[src/inc/sgc_pkg.sv]
package sgc_pkg;

  // Register byte offsets
  localparam logic [7:0] REG_CONFIG = 8'h00;
  localparam logic [7:0] REG_MOVE_CLOSE = 8'h04;
  localparam logic [7:0] REG_MOVE_OPEN = 8'h08;
  localparam logic [7:0] REG_DWELL = 8'h0C;
  localparam logic [7:0] REG_MIN_HOLD = 8'h10;
  localparam logic [7:0] REG_TRIP_ASSIGN = 8'h14;
  localparam logic [7:0] REG_COMMAND = 8'h18;
  localparam logic [7:0] REG_STATUS = 8'h1C;

  // Config fields
  localparam int CFG_CLOSE_WIRED = 0;
  localparam int CFG_OPEN_WIRED = 1;
  localparam int CFG_PERM_LO = 2;
  localparam int CFG_LATCH = 4;
  localparam int CFG_W = 5;
  localparam logic [4:0] CFG_RESET = 5'h01;

  // Command fields, write one to act
  localparam int CMD_REMOTE_CLOSE = 0;
  localparam int CMD_REMOTE_OPEN = 1;
  localparam int CMD_LOCAL_CLOSE = 2;
  localparam int CMD_LOCAL_OPEN = 3;
  localparam int CMD_TRIP_ACK = 4;
  localparam int CMD_W = 5;

  // Switching permission codes
  localparam logic [1:0] PERM_NONE = 2'h0;
  localparam logic [1:0] PERM_LOCAL = 2'h1;
  localparam logic [1:0] PERM_REMOTE = 2'h2;
  localparam logic [1:0] PERM_BOTH = 2'h3;

  // Position codes
  localparam logic [1:0] POS_INTERMEDIATE = 2'h0;
  localparam logic [1:0] POS_OPEN = 2'h1;
  localparam logic [1:0] POS_CLOSED = 2'h2;
  localparam logic [1:0] POS_FAULTY = 2'h3;

  // Timer reset values in clock ticks, then trip assignment reset mask
  localparam logic [31:0] MOVE_CLOSE_RESET = 32'h0000_0100;
  localparam logic [31:0] MOVE_OPEN_RESET = 32'h0000_0100;
  localparam logic [31:0] DWELL_RESET = 32'h0000_0000;
  localparam logic [31:0] MIN_HOLD_RESET = 32'h0000_0010;
  localparam logic [7:0] TRIP_ASSIGN_RESET = 8'h00;

  localparam int TRIP_N = 8;
  localparam int ILK_N = 3;
  localparam logic [1:0] RESP_OKAY = 2'h0;
  localparam logic [1:0] RESP_SLVERR = 2'h2;

  typedef enum logic [1:0] {ST_IDLE, ST_MOVE, ST_DWELL} ctrl_state_e;

  typedef struct packed {
    logic closed_contact;
    logic open_contact;
    logic [ILK_N-1:0] close_interlock;
    logic [ILK_N-1:0] open_interlock;
    logic protection_block;
    logic [TRIP_N-1:0] trip_source;
    logic trip_acknowledge;
    logic external_close_request;
    logic external_open_request;
    logic auto_reclose;
  } field_in_s;

  typedef struct packed {
    logic close_pulse;
    logic open_pulse;
    logic trip_command;
    logic [1:0] position_code;
    logic position_open;
    logic position_closed;
    logic position_intermediate;
    logic position_faulty;
    logic single_contact_flag;
    logic command_exec_success;
  } field_out_s;

endpackage : sgc_pkg

[src/rtl/switchgear_position_trip_control.sv]
`timescale 1ns/1ps

// Overview of operation
// - Flag single contact mode when exactly one feedback contact is wired.
// - Supervise move time only in the direction of the wired contact.
// - Close-only: close starts move timer, intermediate, closed plus success on arrival.
// - Close-only: move timeout without closed contact gives faulty, drops intermediate.
// - Close-only: dwell after move time keeps intermediate, then closed.
// - Close-only code: intermediate while closing, else contact 1 closed, else open.
// - No feedback contact wired gives position code 3, faulty.
// - Open-only: open starts move timer, intermediate, open plus success on arrival.
// - Open-only: move timeout without open contact gives faulty, drops intermediate.
// - Open-only: dwell after move time keeps intermediate, then open.
// - Open-only code: intermediate while opening, else contact 1 open, else closed.
// - Three interlocks per direction; any active one blocks that direction.
// - Protection open and auto reclose bypass interlocks; separate block input.
// - OR all assigned trip sources into one trip command.
// - Only the trip manager output trips; unassigned sources do nothing.
// - Trip held for minimum time; latched or non-latched selectable.
// - Latched trip stays after sources drop until acknowledged.
// - Latch clears after sources drop on ack, latch off, or nothing assigned.
// - One external close and one external open request input.
// - Open beats close; close on rising edge, open while level active.
// - Remote commands only with permission remote or local and remote.
// - Command pulses last at most move time, end on new position.
// - Position code 0 intermediate, 1 open, 2 closed, 3 faulty.
// - One command at a time; commands while busy are ignored, except a trip rise reverses a close move.
module switchgear_position_trip_control (
  // Clock and reset
  input wire logic aclk,
  input wire logic aresetn,
  // AXI4-Lite write address and data
  input wire logic [7:0] s_axi_awaddr,
  input wire logic s_axi_awvalid,
  output logic s_axi_awready,
  input wire logic [31:0] s_axi_wdata,
  input wire logic [3:0] s_axi_wstrb,
  input wire logic s_axi_wvalid,
  output logic s_axi_wready,
  // AXI4-Lite write response
  output logic [1:0] s_axi_bresp,
  output logic s_axi_bvalid,
  input wire logic s_axi_bready,
  // AXI4-Lite read
  input wire logic [7:0] s_axi_araddr,
  input wire logic s_axi_arvalid,
  output logic s_axi_arready,
  output logic [31:0] s_axi_rdata,
  output logic [1:0] s_axi_rresp,
  output logic s_axi_rvalid,
  input wire logic s_axi_rready,
  // Field side
  input wire sgc_pkg::field_in_s field_in,
  output sgc_pkg::field_out_s field_out
);

  typedef struct packed {
    sgc_pkg::field_in_s s1;
    sgc_pkg::field_in_s s2;
    logic ext_close_q;
    logic ar_q;
    logic trip_q;
    sgc_pkg::ctrl_state_e st;
    logic dir_close;
    logic [31:0] tmr;
    logic faulty;
    logic [31:0] hold;
    logic latched;
    logic [sgc_pkg::CFG_W-1:0] cfg;
    logic [31:0] move_close;
    logic [31:0] move_open;
    logic [31:0] dwell;
    logic [31:0] min_hold;
    logic [sgc_pkg::TRIP_N-1:0] trip_assign;
    logic [sgc_pkg::CMD_W-1:0] cmd;
    logic aw_held;
    logic [7:0] awaddr;
    logic w_held;
    logic [31:0] wdata;
    logic [3:0] wstrb;
    logic bvalid;
    logic [1:0] bresp;
    logic rvalid;
    logic [31:0] rdata;
    logic [1:0] rresp;
    sgc_pkg::field_out_s out;
  } state_s;

  state_s r;
  state_s n;

  function automatic logic [31:0] merge(input logic [31:0] old, input logic [31:0] data,
                                        input logic [3:0] strb);
    logic [31:0] res;
    res = old;
    for (int i = 0; i < 4; i++) begin
      if (strb[i]) begin
        res[8*i +: 8] = data[8*i +: 8];
      end
    end
    return res;
  endfunction : merge

  logic close_w;
  logic open_w;
  logic at_closed;
  logic at_open;
  logic src_any;
  logic ack;
  logic trip_en;
  logic trip_rise;
  logic remote_ok;
  logic local_ok;
  logic open_req;
  logic close_req;
  logic open_go;
  logic close_go;
  logic reached;
  logic sup;
  logic moving_sup;
  logic [31:0] wval;
  logic [31:0] rval;
  logic [1:0] code;

  always_comb begin
    n = r;
    wval = 32'h0000_0000;
    rval = 32'h0000_0000;
    // Two-stage synchroniser for all field pins
    n.s1 = field_in;
    n.s2 = r.s1;
    n.cmd = '0;
    n.out.command_exec_success = 1'b0;
    close_w = r.cfg[sgc_pkg::CFG_CLOSE_WIRED];
    open_w = r.cfg[sgc_pkg::CFG_OPEN_WIRED];

    at_closed = close_w ? (r.s2.closed_contact & ~(open_w & r.s2.open_contact))
                        : (open_w & ~r.s2.open_contact);
    at_open = open_w ? (r.s2.open_contact & ~(close_w & r.s2.closed_contact))
                     : (close_w & ~r.s2.closed_contact);

    src_any = |(r.s2.trip_source & r.trip_assign);
    ack = r.s2.trip_acknowledge | r.cmd[sgc_pkg::CMD_TRIP_ACK];
    if (src_any) begin
      n.hold = r.min_hold;
    end else if (r.hold != 32'h0000_0000) begin
      n.hold = r.hold - 32'h0000_0001;
    end
    if (src_any && r.cfg[sgc_pkg::CFG_LATCH]) begin
      n.latched = 1'b1;
    end else if (!src_any && (ack || !r.cfg[sgc_pkg::CFG_LATCH] ||
                              r.trip_assign == '0)) begin
      n.latched = 1'b0;
    end
    trip_en = (src_any | (r.hold != 32'h0000_0000) | r.latched) & ~r.s2.protection_block;
    n.trip_q = trip_en;
    trip_rise = trip_en & ~r.trip_q;
    n.out.trip_command = trip_en;

    remote_ok = (r.cfg[sgc_pkg::CFG_PERM_LO +: 2] == sgc_pkg::PERM_REMOTE) ||
                (r.cfg[sgc_pkg::CFG_PERM_LO +: 2] == sgc_pkg::PERM_BOTH);
    local_ok = (r.cfg[sgc_pkg::CFG_PERM_LO +: 2] == sgc_pkg::PERM_LOCAL) ||
               (r.cfg[sgc_pkg::CFG_PERM_LO +: 2] == sgc_pkg::PERM_BOTH);
    n.ext_close_q = r.s2.external_close_request;
    n.ar_q = r.s2.auto_reclose;
    open_req = (remote_ok & (r.cmd[sgc_pkg::CMD_REMOTE_OPEN] | r.s2.external_open_request)) |
               (local_ok & r.cmd[sgc_pkg::CMD_LOCAL_OPEN]);
    close_req = (remote_ok & (r.cmd[sgc_pkg::CMD_REMOTE_CLOSE] |
                              (r.s2.external_close_request & ~r.ext_close_q))) |
                (local_ok & r.cmd[sgc_pkg::CMD_LOCAL_CLOSE]);
    open_go = (open_req & ~(|r.s2.open_interlock)) | trip_rise;
    close_go = ~open_req & ~trip_en &
               ((close_req & ~(|r.s2.close_interlock)) | (r.s2.auto_reclose & ~r.ar_q));

    reached = r.dir_close ? at_closed : at_open;
    sup = r.dir_close ? close_w : open_w;
    if (r.faulty && reached) begin
      n.faulty = 1'b0;
    end

    case (r.st)
      sgc_pkg::ST_IDLE: begin
        if (open_go && !at_open) begin
          n.st = sgc_pkg::ST_MOVE;
          n.dir_close = 1'b0;
          n.tmr = r.move_open;
          n.faulty = 1'b0;
        end else if (close_go && !at_closed) begin
          n.st = sgc_pkg::ST_MOVE;
          n.dir_close = 1'b1;
          n.tmr = r.move_close;
          n.faulty = 1'b0;
        end
      end
      sgc_pkg::ST_MOVE: begin
        n.tmr = r.tmr - 32'h0000_0001;
        if (r.dir_close && trip_rise && !at_open) begin
          n.dir_close = 1'b0;
          n.tmr = r.move_open;
        end else if (reached && r.dwell == 32'h0000_0000) begin
          n.st = sgc_pkg::ST_IDLE;
          n.out.command_exec_success = 1'b1;
        end else if (r.tmr <= 32'h0000_0001) begin
          if (reached) begin
            n.st = sgc_pkg::ST_DWELL;
            n.tmr = r.dwell;
          end else begin
            n.st = sgc_pkg::ST_IDLE;
            n.faulty = sup;
          end
        end
      end
      sgc_pkg::ST_DWELL: begin
        n.tmr = r.tmr - 32'h0000_0001;
        if (r.tmr <= 32'h0000_0001) begin
          n.st = sgc_pkg::ST_IDLE;
          n.out.command_exec_success = reached;
          n.faulty = sup & ~reached;
        end
      end
      default: begin
        n.st = sgc_pkg::ST_IDLE;
      end
    endcase

    n.out.close_pulse = (n.st == sgc_pkg::ST_MOVE) & n.dir_close &
                        ~(n.st == r.st && at_closed);
    n.out.open_pulse = (n.st == sgc_pkg::ST_MOVE) & ~n.dir_close &
                       ~(n.st == r.st && at_open);

    // Code follows the next state, so success and end position rise together
    moving_sup = (n.st != sgc_pkg::ST_IDLE) & sup;
    if (!close_w && !open_w) begin
      code = sgc_pkg::POS_FAULTY;
    end else if (moving_sup) begin
      code = sgc_pkg::POS_INTERMEDIATE;
    end else if (n.faulty && !reached) begin
      code = sgc_pkg::POS_FAULTY;
    end else if (at_closed) begin
      code = sgc_pkg::POS_CLOSED;
    end else if (at_open) begin
      code = sgc_pkg::POS_OPEN;
    end else begin
      code = sgc_pkg::POS_FAULTY;
    end
    n.out.position_code = code;
    n.out.position_intermediate = code == sgc_pkg::POS_INTERMEDIATE;
    n.out.position_open = code == sgc_pkg::POS_OPEN;
    n.out.position_closed = code == sgc_pkg::POS_CLOSED;
    n.out.position_faulty = code == sgc_pkg::POS_FAULTY;
    n.out.single_contact_flag = close_w ^ open_w;

    // AXI write channel
    if (s_axi_awvalid && !r.aw_held) begin
      n.aw_held = 1'b1;
      n.awaddr = s_axi_awaddr;
    end
    if (s_axi_wvalid && !r.w_held) begin
      n.w_held = 1'b1;
      n.wdata = s_axi_wdata;
      n.wstrb = s_axi_wstrb;
    end
    if (r.bvalid && s_axi_bready) begin
      n.bvalid = 1'b0;
    end
    if (r.aw_held && r.w_held && !r.bvalid) begin
      n.aw_held = 1'b0;
      n.w_held = 1'b0;
      n.bvalid = 1'b1;
      n.bresp = sgc_pkg::RESP_OKAY;
      case (r.awaddr)
        sgc_pkg::REG_CONFIG: begin
          wval = merge({27'h0, r.cfg}, r.wdata, r.wstrb);
          n.cfg = wval[sgc_pkg::CFG_W-1:0];
        end
        sgc_pkg::REG_MOVE_CLOSE: n.move_close = merge(r.move_close, r.wdata, r.wstrb);
        sgc_pkg::REG_MOVE_OPEN: n.move_open = merge(r.move_open, r.wdata, r.wstrb);
        sgc_pkg::REG_DWELL: n.dwell = merge(r.dwell, r.wdata, r.wstrb);
        sgc_pkg::REG_MIN_HOLD: n.min_hold = merge(r.min_hold, r.wdata, r.wstrb);
        sgc_pkg::REG_TRIP_ASSIGN: begin
          wval = merge({24'h0, r.trip_assign}, r.wdata, r.wstrb);
          n.trip_assign = wval[sgc_pkg::TRIP_N-1:0];
        end
        sgc_pkg::REG_COMMAND: begin
          wval = merge(32'h0000_0000, r.wdata, r.wstrb);
          n.cmd = wval[sgc_pkg::CMD_W-1:0];
        end
        sgc_pkg::REG_STATUS: n.bresp = sgc_pkg::RESP_OKAY;
        default: n.bresp = sgc_pkg::RESP_SLVERR;
      endcase
    end

    // AXI read channel
    if (r.rvalid && s_axi_rready) begin
      n.rvalid = 1'b0;
    end
    if (s_axi_arvalid && !r.rvalid) begin
      n.rvalid = 1'b1;
      n.rresp = sgc_pkg::RESP_OKAY;
      case (s_axi_araddr)
        sgc_pkg::REG_CONFIG: rval = {27'h0, r.cfg};
        sgc_pkg::REG_MOVE_CLOSE: rval = r.move_close;
        sgc_pkg::REG_MOVE_OPEN: rval = r.move_open;
        sgc_pkg::REG_DWELL: rval = r.dwell;
        sgc_pkg::REG_MIN_HOLD: rval = r.min_hold;
        sgc_pkg::REG_TRIP_ASSIGN: rval = {24'h0, r.trip_assign};
        sgc_pkg::REG_COMMAND: rval = 32'h0000_0000;
        sgc_pkg::REG_STATUS: rval = {17'h0, r.latched, r.faulty, r.st, r.out};
        default: n.rresp = sgc_pkg::RESP_SLVERR;
      endcase
      n.rdata = rval;
    end
  end

  always_ff @(posedge aclk) begin
    if (!aresetn) begin
      r <= '0;
      r.st <= sgc_pkg::ST_IDLE;
      r.cfg <= sgc_pkg::CFG_RESET;
      r.move_close <= sgc_pkg::MOVE_CLOSE_RESET;
      r.move_open <= sgc_pkg::MOVE_OPEN_RESET;
      r.dwell <= sgc_pkg::DWELL_RESET;
      r.min_hold <= sgc_pkg::MIN_HOLD_RESET;
      r.trip_assign <= sgc_pkg::TRIP_ASSIGN_RESET;
    end else begin
      r <= n;
    end
  end

  assign s_axi_awready = ~r.aw_held;
  assign s_axi_wready = ~r.w_held;
  assign s_axi_bvalid = r.bvalid;
  assign s_axi_bresp = r.bresp;
  assign s_axi_arready = ~r.rvalid;
  assign s_axi_rvalid = r.rvalid;
  assign s_axi_rdata = r.rdata;
  assign s_axi_rresp = r.rresp;
  assign field_out = r.out;

endmodule : switchgear_position_trip_control

[config.mk]
export PLATFORM = sky130hd
export DESIGN_NAME = switchgear_position_trip_control
export DESIGN_NICKNAME = d
export VERILOG_FILES = /design/src/inc/sgc_pkg.sv /design/src/rtl/switchgear_position_trip_control.sv
export SDC_FILE = /design/constraint.sdc
export NUM_CORES = 1
export LEC_CHECK = 0
export ABC_AREA = 1
export CAP_MARGIN = 20
export CORE_MARGIN = 4
export CORE_UTILIZATION = 40
export CTS_BUF_LIST = sky130_fd_sc_hd__clkbuf_8
export DETAILED_ROUTE_END_ITERATION = 8
export DONT_BUFFER_PORTS = 1
export PLACE_DENSITY_LB_ADDON = 0.05
export REMOVE_ABC_BUFFERS = 1
export SLEW_MARGIN = 15
export SYNTH_ARGS = -nofsm -noshare
export SYNTH_HDL_FRONTEND = slang
export SYNTH_SLANG_ARGS = --single-unit
[constraint.sdc]
create_clock -name aclk -period 2.4 [get_ports aclk]
set_input_delay 0.48 -clock aclk [delete_from_list [all_inputs] [get_ports aclk]]
set_output_delay 0.48 -clock aclk [all_outputs]
set_load 0.1 [all_outputs]
=== Word-level counts from Yosys, hierarchy flattened ===
Cells that the tools add are included.

* Bitwise logic cells: 55
* Add/subtract/negate cells: 2
* Reductions and logical operators: 73
* Equality and inequality tests: 25
* Order comparisons: 1
* Mux-type cells: 43

{| class="wikitable"
|+ Operators with widths
! kind !! number
|-
| $pmux 32 s7 || 1
|-
| $mux 32 || 4
|-
| $pmux 33 s3 || 1
|-
| $mux 36 || 2
|-
| $mux 33 || 2
|-
| $eq 8x5->1 const B || 8
|-
| $sub 32x1->32 const B || 2
|-
| $reduce_and 3->1 || 18
|-
| $mux 35 || 1
|-
| $eq 8x4->1 const B || 4
|-
| $le 32x1->1 const B || 1
|-
| $logic_not 32->1 || 1
|-
| $reduce_bool 32->1 || 1
|-
| $and 1x1->1 || 24
|-
| $logic_not 8->1 || 3
|-
| $mux 2 || 12
|-
| $reduce_or 8->1 || 3
|-
| $not 1->1 || 20
|-
| $logic_and 1x1->1 || 19
|-
| $eq 8x3->1 const B || 2
|-
| $mux 1 || 16
|-
| $logic_not 1->1 || 11
|-
| $eq 2x2->1 const B || 5
|-
| $reduce_bool 2->1 || 5
|-
| other kinds (16) || 33
|}

* Output and inout port bits: 52
* Logic and storage cells: 266
* Flip-flop bits (word level): 354

=== Longest topological paths before layout ===
* Word-level depth: 17
* Gate-level depth with buffers: 20
* Depth with buffers taken out: 20

=== Worst setup path after synthesis ===
No wires, ideal clock.

* Kind: register -> register
* From: register r, in the netlist s_axi_rvalid
* To: register r, in the netlist s_axi_rvalid
* Arrival time: 2.593 ns
* Setup time: 0.115 ns
* Data required time: 2.285 ns
* Cell stages (with the launch flop): 6
* Setup slack: -0.307 ns
* Path buffers: 1
* Path through: dfxtp_1 -> inv_1 -> nand2_1 -> clkinv_1 -> clkbuf_1 -> o21a_1

* Cells in the longest elaborated chain, start to end: 3

{| class="wikitable"
|+ Ends and longest elaborated chain
! element !! RTL line !! RTL
|-
| start, declared || switchgear_position_trip_control.sv:89 || <nowiki>state_s r;</nowiki>
|-
| start signal, assigned || switchgear_position_trip_control.sv:326 || <nowiki>r <= n;</nowiki>
|-
| $logic_not 1->1 || switchgear_position_trip_control.sv:297 || <nowiki>if (s_axi_arvalid && !r.rvalid) begin</nowiki>
|-
| $logic_and 1x1->1 || switchgear_position_trip_control.sv:297 ||
|-
| $mux 35 or $reduce_bool 2->1 (tied branches) || n/a ||
|}

Several ways; a longest one is shown, not always the timed one.
A chain may end at the register's enable or synchronous reset.

=== Final worst setup path ===
* From: register r[251] (netlist name)
* To: register r, in the netlist field_out[7]

* Cells in the longest elaborated chain, start to end: 15

{| class="wikitable"
|+ Ends and longest elaborated chain
! element !! RTL line !! RTL
|-
| $reduce_bool 32->1 * || switchgear_position_trip_control.sv:155 || <nowiki>trip_en = (src_any | (r.hold != 32'h0000_0000) | r.latched) & ~r.s2.protection_block;</nowiki>
|-
| $or 1x1->1 * (2 in series) || switchgear_position_trip_control.sv:155 ||
|-
| $and 1x1->1 * || switchgear_position_trip_control.sv:155 ||
|-
| $not 1->1 || switchgear_position_trip_control.sv:172 || <nowiki>close_go = ~open_req & ~trip_en &</nowiki>
|-
| $and 1x1->1 (2 in series) || switchgear_position_trip_control.sv:172 ||
|-
| $logic_and 1x1->1 || switchgear_position_trip_control.sv:188 || <nowiki>end else if (close_go && !at_closed) begin</nowiki>
|-
| $mux 36 || switchgear_position_trip_control.sv:188 ||
|-
| $mux 36 || switchgear_position_trip_control.sv:183 || <nowiki>if (open_go && !at_open) begin</nowiki>
|-
| $pmux 2 s3 or $pmux 33 s3 (tied branches) || switchgear_position_trip_control.sv:181 || <nowiki>case (r.st)</nowiki>
|-
| $reduce_bool 2->1 or $logic_and 1x1->1 (tied branches) || switchgear_position_trip_control.sv:232, switchgear_position_trip_control.sv:237 ||
|-
| $and 1x1->1 or $mux 2 (tied branches) || switchgear_position_trip_control.sv:232, switchgear_position_trip_control.sv:237 ||
|-
| $mux 2 * || switchgear_position_trip_control.sv:235 || <nowiki>end else if (moving_sup) begin</nowiki>
|-
| $mux 2 * || switchgear_position_trip_control.sv:233 || <nowiki>if (!close_w && !open_w) begin</nowiki>
|}

Mark *: on every way between the ends. The rest lies on a longest branch, timed or not. The select of a mux whose other input is x is not followed.

==> flow_metrics.py <==
metrics = {
    "synthesis": {
        "ys_warn_count": 0,
        "synth_top_area_cell": "dfxtp_1",
        "synthTopCellsByArea": "dfxtp_1 41%, nand2_1 9.3%, a21oi_1 5.5%, o21ai_0 5.4%, inv_1 5.4%",
        "synth_cell_types": 59,
        "syn-instance-count": 2344,
        "ys_seq_area_share_pct": 40.8,
        "synth_area_mm2": 0.0173,
        "synth_top_area_share_pct": 40.8,
        "ys_ff_latch": 352,
        "synth_edf_count": 0,
        "synthFlopType": "dfxtp_1",
        "synth_area_per_cell_um2": 7.37,
        "async_flop_share_pct": 0,
    },
    "worst_hold_path": {
        "whs_endpoint": "r[59]$_SDFFE_PN0P_",
        "min_from": "s_axi_wdata[6]",
        "min_path_type": "primary input to flip-flop",
        "hold_depth": 2,
    },
    "clock_network": {
        "clock_path_buffers": 3,
        "h-tree-depth": 3,
        "cts_buffers": 66,
        "cts-root-buf": "clkbuf_8",
        "cts_tree": "yes",
        "worstSkewPairLatency_ns": 0.64,
        "cts_sinks": 352,
        "clk_pin_slew_ns": 0.06,
    },
    "setup_path": {
        "crit_chain": "nor2_4 -> nand2_2 -> nor2_4 -> nand2_2 -> nor2_4 -> nand3_4 -> nand3_4 -> buf_4 -> nor2_4 -> nand2_1 -> nand3_1 -> nand3_2 -> nand2_2 -> nand2_1 -> nand2_1 -> nand2_2 -> nand2_2 -> inv_2 -> nor2_1",
        "reg2reg_slack_ns": 0.08,
        "arrival_ns": 2.83,
        "path_class": "flip-flop to flip-flop",
        "start_kind": "flip-flop",
        "crit_family": "simple AND/OR/NAND/NOR gates",
        "reg2regPathDepth": 19,
        "critPathRequiredTime_ns": 2.91,
        "critPathBufInv": 2,
        "worst-path-max-fanout": 4,
        "setup.worst_path.end_class": "flip-flop",
        "reg2reg_to": "field_out[7]$_SDFF_PN0_",
        "crit_path_max_incr_delay_ns": 0.34,
        "cp_slowest_cell": "dfxtp_1",
        "crit-reg2reg-launch": "r[251]$_SDFFE_PN0P_",
        "crit_top_cell": "nand2_2",
    },
    "run": {
        "cap_violations": 0,
    },
    "power_and_ir_drop": {
        "p_per_area_mw_per_mm2": 924,
        "power.leakage_nw": 8.69,
        "ir_worst_vdd_mv": 0.514,
    },
    "finish": {
        "areaGrowthSynthToFinish_pct": 21.0,
        "final_cells": 3142,
        "fillers": 4299,
        "drive_above_1_share_pct": 19.5,
        "final_net_count": 2606,
        "num_antenna_cells": 0,
        "final_util_pct": 49.4,
    },
    "placed_design": {
        "dp_hpwl_um": 43400,
        "post-place-ws_ns": -0.0448,
        "portBuffers": 0,
        "place_inst": 2949,
        "gp_congestion": 0.939,
    },
    "die": {
        "dieHeight_um": 216,
        "die_x_um": 216,
        "rows": 75,
        "fp.dieArea_mm2": 0.0466,
        "core_area_mm2": 0.0423,
        "start_util_pct": 40.8,
        "ioPinCount": 132,
    },
    "route": {
        "wl_um": 61500,
        "drt-initial-drc-count": 1167,
        "viasPerCell": 5.19,
        "vias": 16300,
        "wl_per_cell_um": 19.6,
        "route.detailed.drc": 0,
        "drtAntennaViolNets": 0,
        "drt_pre_antenna_iters": 5,
    },
    "timing": {
        "hold_viol_final": 0,
        "hold_slack_ns": 0.0476,
        "skew_ns": 0.0260,
        "tns_ns": 0,
        "slew-limit-headroom_pct": 42.9,
        "rsz0062_at_grt": "yes",
        "period_share_pct": 96.6,
        "finalWorstSetupSlack_ns": 0.0826,
        "worst_pin_slew_ns": 0.854,
        "drv_slew": 0,
        "finalSetupViolCount": 0,
        "fmax_mhz": 432,
        "period_needed_ns": 2.32,
    },
    "grt": {
        "gr-total-overflow": 0,
        "grt_usage_pct": 25.5,
        "grt_max_degree": 87,
        "antenna_found_initial": 1,
        "grt_pass1_vias": 15900,
        "grt_pass1_wl_um": 93000,
    },
    "run_status": {
        "outcome": "complete, no violations",
    },
}
==> cell usage in the layout (no fill, tap or decap), types with 49 or more instances in the layout <==
master / netlist / layout
nor2_1: 236 / 219
buf_4: 50 / 200
nand3_1: 72 / 68
nand2_1: 426 / 414
dlygate4sd3_1: 0 / 52
clkbuf_8: 0 / 79
a211oi_1: 69 / 69
nand2_2: 41 / 49
dfxtp_1: 352 / 347
o211ai_1: 53 / 53
o21ai_0: 187 / 182
a21oi_1: 190 / 189
inv_1: 248 / 266
==> worst max path at each step <==
stage,startpoint,end,slack (ns),cells past startpoint
after floorplan,s_axi_rvalid$_SDFFE_PN0P_,s_axi_rdata[1]$_SDFFE_PN0P_,-1.35,7
after global placement,r[264]$_SDFFE_PN0P_,r[286]$_SDFFE_PN0P_,-0.02,15
after detailed placement,r[264]$_SDFFE_PN0P_,r[286]$_SDFFE_PN0P_,-0.04,15
after CTS,r[277]$_SDFFE_PN0P_,r[304]$_SDFFE_PN0P_,0.005,14
after global routing,r[242]$_SDFFE_PN0P_,r[268]$_SDFFE_PN0P_,-0.07,15
final,r[251]$_SDFFE_PN0P_,field_out[7]$_SDFF_PN0_,0.08,19
==> repair_timing <==
item / CTS / global route
setup buffers: 0 / 22
gates resized for setup: 4 / 75
hold endpoints to repair: 90 / 0
hold buffers: 54 / 0
pin swaps: 0 / 26
setup endpoints to repair: 16 / 52
==> cell families (layout without fill, tap and decap cells) <==
family          Yosys count  after routing  synth area share, %
fa+ha+maj                10             10                0.724
other cells               1              2               0.0217
flops                   352            352                 40.8
buf+inv                 429            649                 11.0
xor+xnor                 53             53                 2.69
simple gates            880            880                 22.4
compound gates          619            619                 22.3
==> state kept, by name (all words and copies together) (netlist names) <==
register and flops:
s_axi_rdata 32, s_axi_bresp 1, s_axi_bvalid 1, s_axi_rresp 1, n 23, open_w 1
close_w 1, field_out 11, s_axi_rvalid 1, r 280
==> where the power goes <==
part	switching (W)	internal [W]	total, W
Clock	0.00264	0.00300	0.00564
Sequential	0.000371	0.00626	0.00663
Combinational	0.00426	0.00279	0.00705
==> routing by layer <==
layer,vias up,global-route usage (%),part of all wire [%]
met5,-,0,0.029
met4,2,9.06,3.4
met3,109,4.35,4.6
met2,462,43.0,47
met1,7617,33.1,45
li1,8124,-,-
==> cell usage after synthesis, types with 3 or more instances <==
library cell / number
nand2_1: 426
dfxtp_1: 352
inv_1: 248
nor2_1: 236
a21oi_1: 190
o21ai_0: 187
clkbuf_1: 82
nand3_1: 72
a211oi_1: 69
o211ai_1: 53
buf_4: 50
nand2_2: 41
xor2_1: 39
a21oi_2: 31
nand4_1: 28
nor3_1: 27
a221oi_1: 21
buf_2: 15
o211ai_2: 15
xnor2_1: 14
nor2_2: 13
inv_2: 11
ha_1: 10
o21ai_1: 10
nor4_1: 9
a22oi_1: 8
buf_1: 7
nor2_4: 7
o2111ai_1: 7
buf_6: 6
clkinv_1: 6
o22ai_1: 6
nand3_2: 5
o221ai_1: 4
a31oi_1: 3
a32o_1: 3
buf_8: 3
nand2_4: 3
==> metrics by stage <==
stage	power, W	area, µm²
2_1_floorplan	0.0109	16400
3_3_place_gp	0.0128	18700
3_5_place_dp	0.0129	18700
4_1_cts	0.0187	20500
5_1_grt	0.0204	20900
6_report	0.0193	20900
==> cell type report <==
| class | instances | area (µm²) | share of cell area [%] |
|---|---|---|---|
| Multi-Input combinational cell | 1564 | 8550 | 40.9 |
| Tap cell | 577 | 722 | 3.45 |
| Timing Repair Buffer | 266 | 2290 | 11.0 |
| Sequential cell | 352 | 7060 | 33.8 |
| Inverter | 266 | 1020 | 4.87 |
| Clock buffer | 79 | 1090 | 5.20 |
| Clock inverter | 38 | 180 | 0.862 |
Power figures use the tool's default switching activity.
